### config.mk
export PLATFORM = sky130hd
export DESIGN_NAME = dcsp_port
export DESIGN_NICKNAME = d
export VERILOG_FILES = /design/src/dcsp_sync.sv /design/src/dcsp_port.sv
export SDC_FILE = /design/constraint.sdc
export NUM_CORES = 1
export LEC_CHECK = 0
export BUFFER_PORTS_ARGS = -buffer_cell sky130_fd_sc_hd__buf_4
export CAP_MARGIN = 20
export CORE_UTILIZATION = 27
export CTS_CLUSTER_DIAMETER = 150
export DETAILED_ROUTE_END_ITERATION = 10
export PLACE_DENSITY = 0.46
export SYNTH_ARGS = -nofsm -noshare
export SYNTH_HDL_FRONTEND = slang
export SYNTH_SLANG_ARGS = --single-unit
export TNS_END_PERCENT = 10
### constraint.sdc
create_clock -name REF_CLK_IN -period 2.4 [get_ports REF_CLK_IN]
set_input_delay 0.48 -clock REF_CLK_IN [delete_from_list [all_inputs] [get_ports REF_CLK_IN]]
set_output_delay 0.48 -clock REF_CLK_IN [all_outputs]
set_load 0.02 [all_outputs]
### src/dcsp_sync.sv
// Purpose: shared constants for the configuration serial port, and a two-stage pin synchroniser
// Assumes: single 200 MHz clock REF_CLK_IN, synchronous active-low reset
// Notes: synchroniser output is the only view of the pins that logic may read
package dcsp_pkg;
  localparam int ADDR_W = 4;
  localparam int DATA_W = 8;
  localparam int NUM_REGS = 16;
  localparam int CNT_W = 3;
  localparam logic [CNT_W-1:0] LAST_BIT = 3'h7;
  localparam logic [CNT_W-1:0] CNT_ZERO = 3'h0;
  localparam logic [CNT_W-1:0] CNT_ONE = 3'h1;
  localparam int RW_BIT = 7;
  localparam int ADDR_MSB = 3;
  localparam logic [ADDR_W-1:0] CTRL_ADDR = 4'h0;
  localparam logic [ADDR_W-1:0] COARSE_ADDR = 4'h5;
  localparam int LSB_FIRST_BIT = 6;
  localparam int SWRST_BIT = 5;
  localparam int INTERP_PD_BIT = 4;
  localparam int IDAC_PD_BIT = 3;
  localparam int QDAC_PD_BIT = 2;
  localparam logic [DATA_W-1:0] REG_RESET = 8'h00;
  localparam logic [DATA_W-1:0] COARSE_RESET = 8'h0f;
  localparam int SYNC_W = 3;
  // order is {cs_n, sclk, sdi}; chip select idles high
  localparam logic [SYNC_W-1:0] SYNC_RESET = 3'h4;
  localparam int SYNC_CS = 2;
  localparam int SYNC_SCLK = 1;
  localparam int SYNC_SDI = 0;
endpackage

`timescale 1ns/1ps
module dcsp_sync #(
  parameter int WIDTH = dcsp_pkg::SYNC_W,
  parameter logic [WIDTH-1:0] RESET_VAL = dcsp_pkg::SYNC_RESET
) (
  input wire logic clk_in,
  input wire logic nrst_in,
  input wire logic [WIDTH-1:0] d_in,
  output logic [WIDTH-1:0] q_out
);
  logic [WIDTH-1:0] meta_reg;
  logic [WIDTH-1:0] stable_reg;

  // first stage feeds only the second stage
  always_ff @(posedge clk_in) begin
    if (!nrst_in) begin
      meta_reg <= RESET_VAL;
      stable_reg <= RESET_VAL;
    end else begin
      meta_reg <= d_in;
      stable_reg <= meta_reg;
    end
  end

  assign q_out = stable_reg;
endmodule // dcsp_sync

### src/dcsp_port.sv
// Purpose: configuration serial port slave with its 16 x 8-bit setting registers
// Assumes: host serial clock idles low and is far slower than REF_CLK_IN; pins sampled by dcsp_sync
// Notes: three-wire use works because the output is enabled only in the read data phase
// How it works
// - bits are taken on each rising serial clock edge only while select is low
// - with select high the input is ignored and the output is released
// - a transfer is one control byte and then one data byte
// - control byte is always written; data byte is written or read back
// - low four control bits pick the register for reads and writes
// - control bit seven chooses write when zero and read when one
// - by default each byte moves most significant bit first
// - in lsb-first mode both bytes move lowest bit first
// - on a read the addressed register is shifted out as the data byte
// - input and output may share one wire or stay separate
// - the port keeps working in every power-down state
// - both converters powered down also powers down the interpolators
`timescale 1ns/1ps
module dcsp_port (
  input wire logic REF_CLK_IN,
  input wire logic NRST_IN,
  input wire logic CS_N_IN,
  input wire logic SCLK_IN,
  input wire logic SDI_IN,
  output logic SDO_OUT,
  output logic SDO_OE_N_OUT,
  output logic LSB_FIRST_OUT,
  output logic IDAC_PD_OUT,
  output logic QDAC_PD_OUT,
  output logic INTERP_PD_OUT,
  output logic WR_STROBE_OUT,
  output logic [dcsp_pkg::ADDR_W-1:0] WR_ADDR_OUT,
  output logic [dcsp_pkg::DATA_W-1:0] WR_DATA_OUT
);
  typedef enum logic [3:0] {
    ST_IDLE = 4'b0001,
    ST_CTRL = 4'b0010,
    ST_DATA = 4'b0100,
    ST_DONE = 4'b1000
  } dcsp_state_type;

  typedef logic [dcsp_pkg::DATA_W-1:0] dcsp_byte_type;

  function automatic logic [dcsp_pkg::CNT_W-1:0] bit_idx(input logic lsb, input logic [dcsp_pkg::CNT_W-1:0] n);
    bit_idx = lsb ? n : dcsp_pkg::CNT_W'(dcsp_pkg::LAST_BIT - n);
  endfunction

  function automatic dcsp_byte_type reg_default(input int idx);
    reg_default = (idx == int'(dcsp_pkg::COARSE_ADDR)) ? dcsp_pkg::COARSE_RESET : dcsp_pkg::REG_RESET;
  endfunction

  logic [dcsp_pkg::SYNC_W-1:0] pins_s;
  logic cs_s;
  logic sclk_s;
  logic sdi_s;
  logic sclk_d_reg;
  logic rise;
  logic fall;
  logic lsb;

  dcsp_sync #(
    .WIDTH(dcsp_pkg::SYNC_W),
    .RESET_VAL(dcsp_pkg::SYNC_RESET)
  ) u_sync (
    .clk_in(REF_CLK_IN),
    .nrst_in(NRST_IN),
    .d_in({CS_N_IN, SCLK_IN, SDI_IN}),
    .q_out(pins_s)
  );

  assign cs_s = pins_s[dcsp_pkg::SYNC_CS];
  assign sclk_s = pins_s[dcsp_pkg::SYNC_SCLK];
  assign sdi_s = pins_s[dcsp_pkg::SYNC_SDI];

  always_ff @(posedge REF_CLK_IN) begin
    if (!NRST_IN) begin
      sclk_d_reg <= 1'b0;
    end else begin
      sclk_d_reg <= sclk_s;
    end
  end

  assign rise = sclk_s & ~sclk_d_reg;
  assign fall = ~sclk_s & sclk_d_reg;

  dcsp_state_type state_reg, state_next;
  logic [dcsp_pkg::CNT_W-1:0] cnt_reg, cnt_next;
  dcsp_byte_type sr_reg, sr_next;
  dcsp_byte_type tx_reg, tx_next;
  logic rw_reg, rw_next;
  logic [dcsp_pkg::ADDR_W-1:0] addr_reg, addr_next;
  logic sdo_reg, sdo_next;
  logic strobe_reg, strobe_next;
  logic [dcsp_pkg::ADDR_W-1:0] wa_reg, wa_next;
  dcsp_byte_type wd_reg, wd_next;
  dcsp_byte_type regs_reg [dcsp_pkg::NUM_REGS];
  dcsp_byte_type regs_next [dcsp_pkg::NUM_REGS];
  dcsp_byte_type byte_now;

  // order change takes effect from the next transfer on
  assign lsb = regs_reg[dcsp_pkg::CTRL_ADDR][dcsp_pkg::LSB_FIRST_BIT];

  always_comb begin
    state_next = state_reg;
    cnt_next = cnt_reg;
    sr_next = sr_reg;
    tx_next = tx_reg;
    rw_next = rw_reg;
    addr_next = addr_reg;
    sdo_next = sdo_reg;
    strobe_next = 1'b0;
    wa_next = wa_reg;
    wd_next = wd_reg;
    regs_next = regs_reg;
    byte_now = sr_reg;
    byte_now[bit_idx(lsb, cnt_reg)] = sdi_s;
    if (cs_s) begin
      // abandoned bytes never reach the registers
      state_next = ST_IDLE;
      cnt_next = dcsp_pkg::CNT_ZERO;
    end else begin
      case (state_reg)
        ST_IDLE: begin
          state_next = ST_CTRL;
          cnt_next = dcsp_pkg::CNT_ZERO;
        end
        ST_CTRL: begin
          if (rise) begin
            sr_next = byte_now;
            cnt_next = dcsp_pkg::CNT_W'(cnt_reg + dcsp_pkg::CNT_ONE);
            if (cnt_reg == dcsp_pkg::LAST_BIT) begin
              // bits 4..6 are not checked; the host keeps them zero
              rw_next = byte_now[dcsp_pkg::RW_BIT];
              addr_next = byte_now[dcsp_pkg::ADDR_MSB:0];
              tx_next = regs_reg[byte_now[dcsp_pkg::ADDR_MSB:0]];
              state_next = ST_DATA;
              cnt_next = dcsp_pkg::CNT_ZERO;
            end
          end
        end
        ST_DATA: begin
          if (rise) begin
            sr_next = byte_now;
            cnt_next = dcsp_pkg::CNT_W'(cnt_reg + dcsp_pkg::CNT_ONE);
            if (cnt_reg == dcsp_pkg::LAST_BIT) begin
              state_next = ST_DONE;
              if (!rw_reg) begin
                strobe_next = 1'b1;
                wa_next = addr_reg;
                wd_next = byte_now;
                if (addr_reg == dcsp_pkg::CTRL_ADDR && byte_now[dcsp_pkg::SWRST_BIT]) begin
                  // soft reset clears itself by loading defaults
                  for (int i = 0; i < dcsp_pkg::NUM_REGS; i++) begin
                    regs_next[i] = reg_default(i);
                  end
                end else begin
                  regs_next[addr_reg] = byte_now;
                end
              end
            end
          end
          if (fall && rw_reg) begin
            sdo_next = tx_reg[bit_idx(lsb, cnt_reg)];
          end
        end
        ST_DONE: begin
          // extra clocks before select rises are ignored
          state_next = ST_DONE;
        end
        default: begin
          state_next = ST_IDLE;
        end
      endcase
    end
  end

  always_ff @(posedge REF_CLK_IN) begin
    if (!NRST_IN) begin
      state_reg <= ST_IDLE;
      cnt_reg <= dcsp_pkg::CNT_ZERO;
      sr_reg <= dcsp_pkg::REG_RESET;
      tx_reg <= dcsp_pkg::REG_RESET;
      rw_reg <= 1'b0;
      addr_reg <= dcsp_pkg::CTRL_ADDR;
      sdo_reg <= 1'b0;
      strobe_reg <= 1'b0;
      wa_reg <= dcsp_pkg::CTRL_ADDR;
      wd_reg <= dcsp_pkg::REG_RESET;
      for (int i = 0; i < dcsp_pkg::NUM_REGS; i++) begin
        regs_reg[i] <= reg_default(i);
      end
    end else begin
      state_reg <= state_next;
      cnt_reg <= cnt_next;
      sr_reg <= sr_next;
      tx_reg <= tx_next;
      rw_reg <= rw_next;
      addr_reg <= addr_next;
      sdo_reg <= sdo_next;
      strobe_reg <= strobe_next;
      wa_reg <= wa_next;
      wd_reg <= wd_next;
      regs_reg <= regs_next;
    end
  end

  // tally kept apart from the fsm counter so the checks below stand on their own
  localparam int FRAME_BITS = dcsp_pkg::DATA_W + dcsp_pkg::DATA_W;
  localparam int FB_W = $clog2(FRAME_BITS + 1);
  localparam logic [FB_W-1:0] FB_FULL = FB_W'(FRAME_BITS);
  localparam logic [FB_W-1:0] FB_CTRL = FB_W'(dcsp_pkg::DATA_W);
  localparam logic [FB_W-1:0] FB_ZERO = {FB_W{1'b0}};
  localparam logic [FB_W-1:0] FB_ONE = FB_W'(dcsp_pkg::CNT_ONE);

  logic [FB_W-1:0] fbits_reg, fbits_next;

  always_comb begin
    fbits_next = fbits_reg;
    if (cs_s) begin
      fbits_next = FB_ZERO;
    end else if (rise && state_reg != ST_IDLE && fbits_reg != FB_FULL) begin
      // saturates, so trailing clocks cannot wrap it
      fbits_next = FB_W'(fbits_reg + FB_ONE);
    end
  end

  always_ff @(posedge REF_CLK_IN) begin
    if (!NRST_IN) begin
      fbits_reg <= FB_ZERO;
    end else begin
      fbits_reg <= fbits_next;
    end
  end

  // nothing here is gated by the power-down bits, so the port stays alive
  assign SDO_OUT = sdo_reg;
  assign SDO_OE_N_OUT = ~(state_reg == ST_DATA && rw_reg && !cs_s);
  assign LSB_FIRST_OUT = lsb;
  assign IDAC_PD_OUT = regs_reg[dcsp_pkg::CTRL_ADDR][dcsp_pkg::IDAC_PD_BIT];
  assign QDAC_PD_OUT = regs_reg[dcsp_pkg::CTRL_ADDR][dcsp_pkg::QDAC_PD_BIT];
  assign INTERP_PD_OUT = regs_reg[dcsp_pkg::CTRL_ADDR][dcsp_pkg::INTERP_PD_BIT] |
                         (IDAC_PD_OUT & QDAC_PD_OUT);
  assign WR_STROBE_OUT = strobe_reg;
  assign WR_ADDR_OUT = wa_reg;
  assign WR_DATA_OUT = wd_reg;
endmodule // dcsp_port

==> run summary <==
GRT
---------------------------------------------------------------------------------
Grt peak-use layer                                                           met2
GR Layer Usage met2                                                         29.4%
Number of global-route vias before repair                                    7405
Met3 Resource Use GR                                                        2.88%
Aggregate global-route resource usage                                       18.8%
Wire length of the first global-routing pass                             45100 um
Initial antenna violation count                                                 0
Met1 track demand over resource                                             26.4%
Pin count of the biggest net entering global routing                           52
GRT Residual Overflow                                                           0

SETUP PATH
---------------------------------------------------------------------------------
CP Max Fanout                                                                  12
Setup Crit Path Kind                                                 register to register
Crit-path cells                                                      buf_4 > nor4bb_2 > o21ai_1 > o221a_4 > buf_4 > nand2_1 > a21oi_1 > o21ai_1 > a21oi_1
Kind of launch point of the worst setup path                             register
Largest stage delay on the critical path                                  0.40 ns
Critical Path End Type                                                   register
Critical-path cell with the highest stage delay                           dfxtp_2
Worst path required time                                                  2.71 ns
Data arrival time of the critical path                                    2.70 ns

CLOCK NETWORK
---------------------------------------------------------------------------------
CTS tree                                                                     done
Source-to-sink clock delay at the later pin of the worst-skew pair        0.44 ns
Clock buffer count from CTS                                                    17
Number of sinks on the clock net                                              176
Clock Tree Root                                                         clkbuf_16
Maximum number of buffers from clock root to sink                               2
Clock slew seen by the registers of the worst setup and hold paths        0.07 ns
H-tree levels                                                                   4

PWR
---------------------------------------------------------------------------------
Post-layout power                                                         5.79 mW
Sw Ratio                                                                    24.7%
Leakage power                                                             3.94 nW
Proportion of power drawn by combinational gates                             1.9%
Part of the power in registers                                              50.5%
Worst voltage drop across the vdd grid                                   0.483 mV
P per Cell Area                                                       519 mW/mm^2
Switching power summed over all nets                                      1.43 mW
Clk network pwr share                                                       47.6%
Internal power                                                            4.36 mW

YOSYS
---------------------------------------------------------------------------------
Leading cell type by number of instances after synthesis                  dfxtp_1
Commonest register cell after synthesis                                   dfxtp_1
Number of enable-type register cells in the synthesized netlist                 0
Number of distinct library cells after synthesis                               70
Fraction of synthesis flops using an asynchronous set or reset pin             0%
Net count after synthesis                                                     974
Most area-consuming cells after synthesis                            dfxtp_1 (42%), a22oi_1 (9.7%), nor2b_1 (9.2%)
Share of synthesized area occupied by flip-flops and latches                41.6%
Fraction of synthesized cell area taken by the top area cell type           41.6%
Post-synth top cells                                                 dfxtp_1 (176), nor2b_1 (124), a22oi_1 (109)
Mapped cell area                                                     0.00846 mm^2
Number of standard cells after synthesis                                      967
Library cell occupying the most area in the post-synthesis netlist        dfxtp_1
Avg Inst Size Synth                                                     8.75 um^2
Yosys warning total                                                             0
Total of flip-flops plus latches after synthesis                              176

STA
---------------------------------------------------------------------------------
Time the worst path needs with I/O delays and setup                       2.39 ns
Final worst clock skew                                                 0.00974 ns
Post-route setup TNS                                                         0 ns
Hold Vio Cnt, Final                                                             0
Slew Viols, Final                                                               0
Smallest setup slack after layout                                       0.0107 ns
Worst slew pin tran                                                      0.577 ns
Setup repair after global routing missed its margin                          true
Fraction of the cycle the final worst path needs                            99.6%
Worst relative slew slack                                                   61.5%
Maximum operating frequency                                               419 MHz
Final setup violation count                                                     0

LAYOUT
---------------------------------------------------------------------------------
Combined area of the multi-input logic cells                         0.00488 mm^2
Area used by sequential logic in the layout                          0.00353 mm^2
Fraction of layout cells with a size suffix above 1                         26.6%
Fill cell instance count of the final layout                                 3165
Final core area utilization                                                 36.3%
Layout-stage area growth over the synthesis result                          31.9%
Post-route non-filler standard cell count                                    1501
Number of flip-flops in the largest register                                  124
Final nets                                                                   1099
Total inserted antenna cells                                                    0

PLACEMENT
---------------------------------------------------------------------------------
Count of placed standard cells including taps                                1458
Pre-CTS setup slack                                                     -0.516 ns
Final RePlAce weighted congestion                                           0.889
Quantity of I/O buffers inserted on ports                                      23
Sum of net half-perimeters after detailed placement                      20600 um

ROUTING
---------------------------------------------------------------------------------
DRT antenna net count                                                           0
Total detailed-routing wirelength                                        29700 um
1st-pass router iterations                                                      8
DRC violations left                                                            10
Via Count                                                                    7732
Initial drt markers                                                           602
DR vias/cell                                                                 5.15
Wire per inst                                                             19.8 um

FLOORPLANNING
---------------------------------------------------------------------------------
IO Pins                                                                        24
Core ar.                                                              0.0307 mm^2
Die Area                                                              0.0321 mm^2
Effective utilization at floorplan                                          27.5%
Die W                                                                      179 um
Placement Rows                                                                 64
Die Y-Extent                                                               179 um

MIN PATH
---------------------------------------------------------------------------------
Class of the tightest hold or removal check                          input port to register

STATUS
---------------------------------------------------------------------------------
Status                                                               complete, but fails checks
Violated checks                                                      design-rule violations

RUN
---------------------------------------------------------------------------------
Number of maximum-capacitance violations                                        0

==> area by class of cell <==
type | instances | share of cell area [%]
clock inverters | 15 | 1.32
clock buffers | 17 | 3.81
multi-input cells | 706 | 43.7
inverters | 7 | 0.235
well taps | 396 | 4.44
repair buffers | 184 | 14.8
flip-flops and latches | 176 | 31.6
==> worst max-delay path, delay by kind of cell (launching register included) <==
family          cells  cell delay (ns)
compound gates      5             0.85
buf+inv             2             0.39
simple gates        2             0.61
flops               1             0.40
==> logic make-up after synthesis <==
family,Yosys count,share of synthesized area (%)
buffers and inverters,85,4.61
AND/OR/NAND/NOR,363,23.5
multiplexers,41,4.86
XOR/XNOR,2,0.207
AO/OA/AOI/OAI,298,24.8
adder cells (fa/ha/maj),2,0.296
flip-flops,176,41.6
==> routing by layer <==
metal / vias up / share of wire, %
met1: 3756 / 49
met4: 0 / 1.9
met5: - / 0
met3: 30 / 4.7
met2: 192 / 45
li1: 3754 / -
==> cell usage in the layout (no fill, tap or decap), types with 4 or more instances in the layout <==
| master | netlist | final |
|---|---|---|
| and2_1 | 10 | 10 |
| a31oi_1 | 7 | 7 |
| a22oi_2 | 9 | 10 |
| a22oi_1 | 109 | 108 |
| nand2b_1 | 16 | 15 |
| nand2_1 | 104 | 101 |
| nor3_1 | 8 | 8 |
| nor2b_2 | 7 | 7 |
| a2111oi_4 | 0 | 4 |
| mux2i_2 | 0 | 4 |
| inv_1 | 6 | 6 |
| o21ai_0 | 30 | 23 |
| a21boi_0 | 13 | 13 |
| o22ai_2 | 0 | 5 |
| nor2_1 | 26 | 25 |
| a2111oi_2 | 1 | 5 |
| a211oi_1 | 4 | 4 |
| buf_4 | 3 | 162 |
| buf_12 | 0 | 18 |
| and3_1 | 7 | 7 |
| nand3_1 | 29 | 24 |
| inv_8 | 0 | 4 |
| dfxtp_1 | 176 | 172 |
| o22ai_1 | 21 | 15 |
| o21ai_1 | 17 | 23 |
| nor4_1 | 4 | 4 |
| a21oi_1 | 40 | 39 |
| mux2i_1 | 40 | 34 |
| nor2_2 | 5 | 6 |
| clkbuf_16 | 0 | 19 |
| nand3_2 | 1 | 4 |
| a21boi_1 | 7 | 7 |
| nor2b_1 | 124 | 124 |
==> path summary, 6_finish.rpt <==
check | depth (start not counted) | from | to | slack (ns)
min | 2 | CS_N_IN | u_sync.meta_reg[2] | 0.23
max | 9 | cnt_reg[0] | tx_reg[1] | 0.01
min reg2reg | 1 | u_sync.meta_reg[2] | u_sync.q_out[2] | 0.43
max reg2reg | 9 | cnt_reg[0] | tx_reg[1] | 0.01
==> power by group through the flow <==
stage                     combinational [mW]  sequential, mW  clock (mW)
after global routing                   0.120            2.92        2.94
after CTS                              0.111            2.93        2.82
after detailed placement               0.111            3.00           0
after floorplan                       0.0739            2.99           0
after global placement                 0.112            3.00           0
final                                  0.112            2.92        2.75
==> metrics by stage <==
step                      hold WS (ns)  instance area, um^2
after floorplan                  0.386                 8460
after global placement           0.416                10100
after detailed placement         0.429                10100
after CTS                        0.221                10900
after global routing             0.229                11200
final                            0.235                11200
==> repair_timing <==
| item | in CTS | in global routing |
|---|---|---|
| buffers inserted | 5 | 4 |
| hold buffers | 0 | 0 |
| endpoints found under the setup margin | 125 | 125 |
| gates resized for setup | 28 | 48 |
| gates cloned | 0 | 2 |
| pin swaps | 3 | 11 |
(Power assumes the default switching activity.)
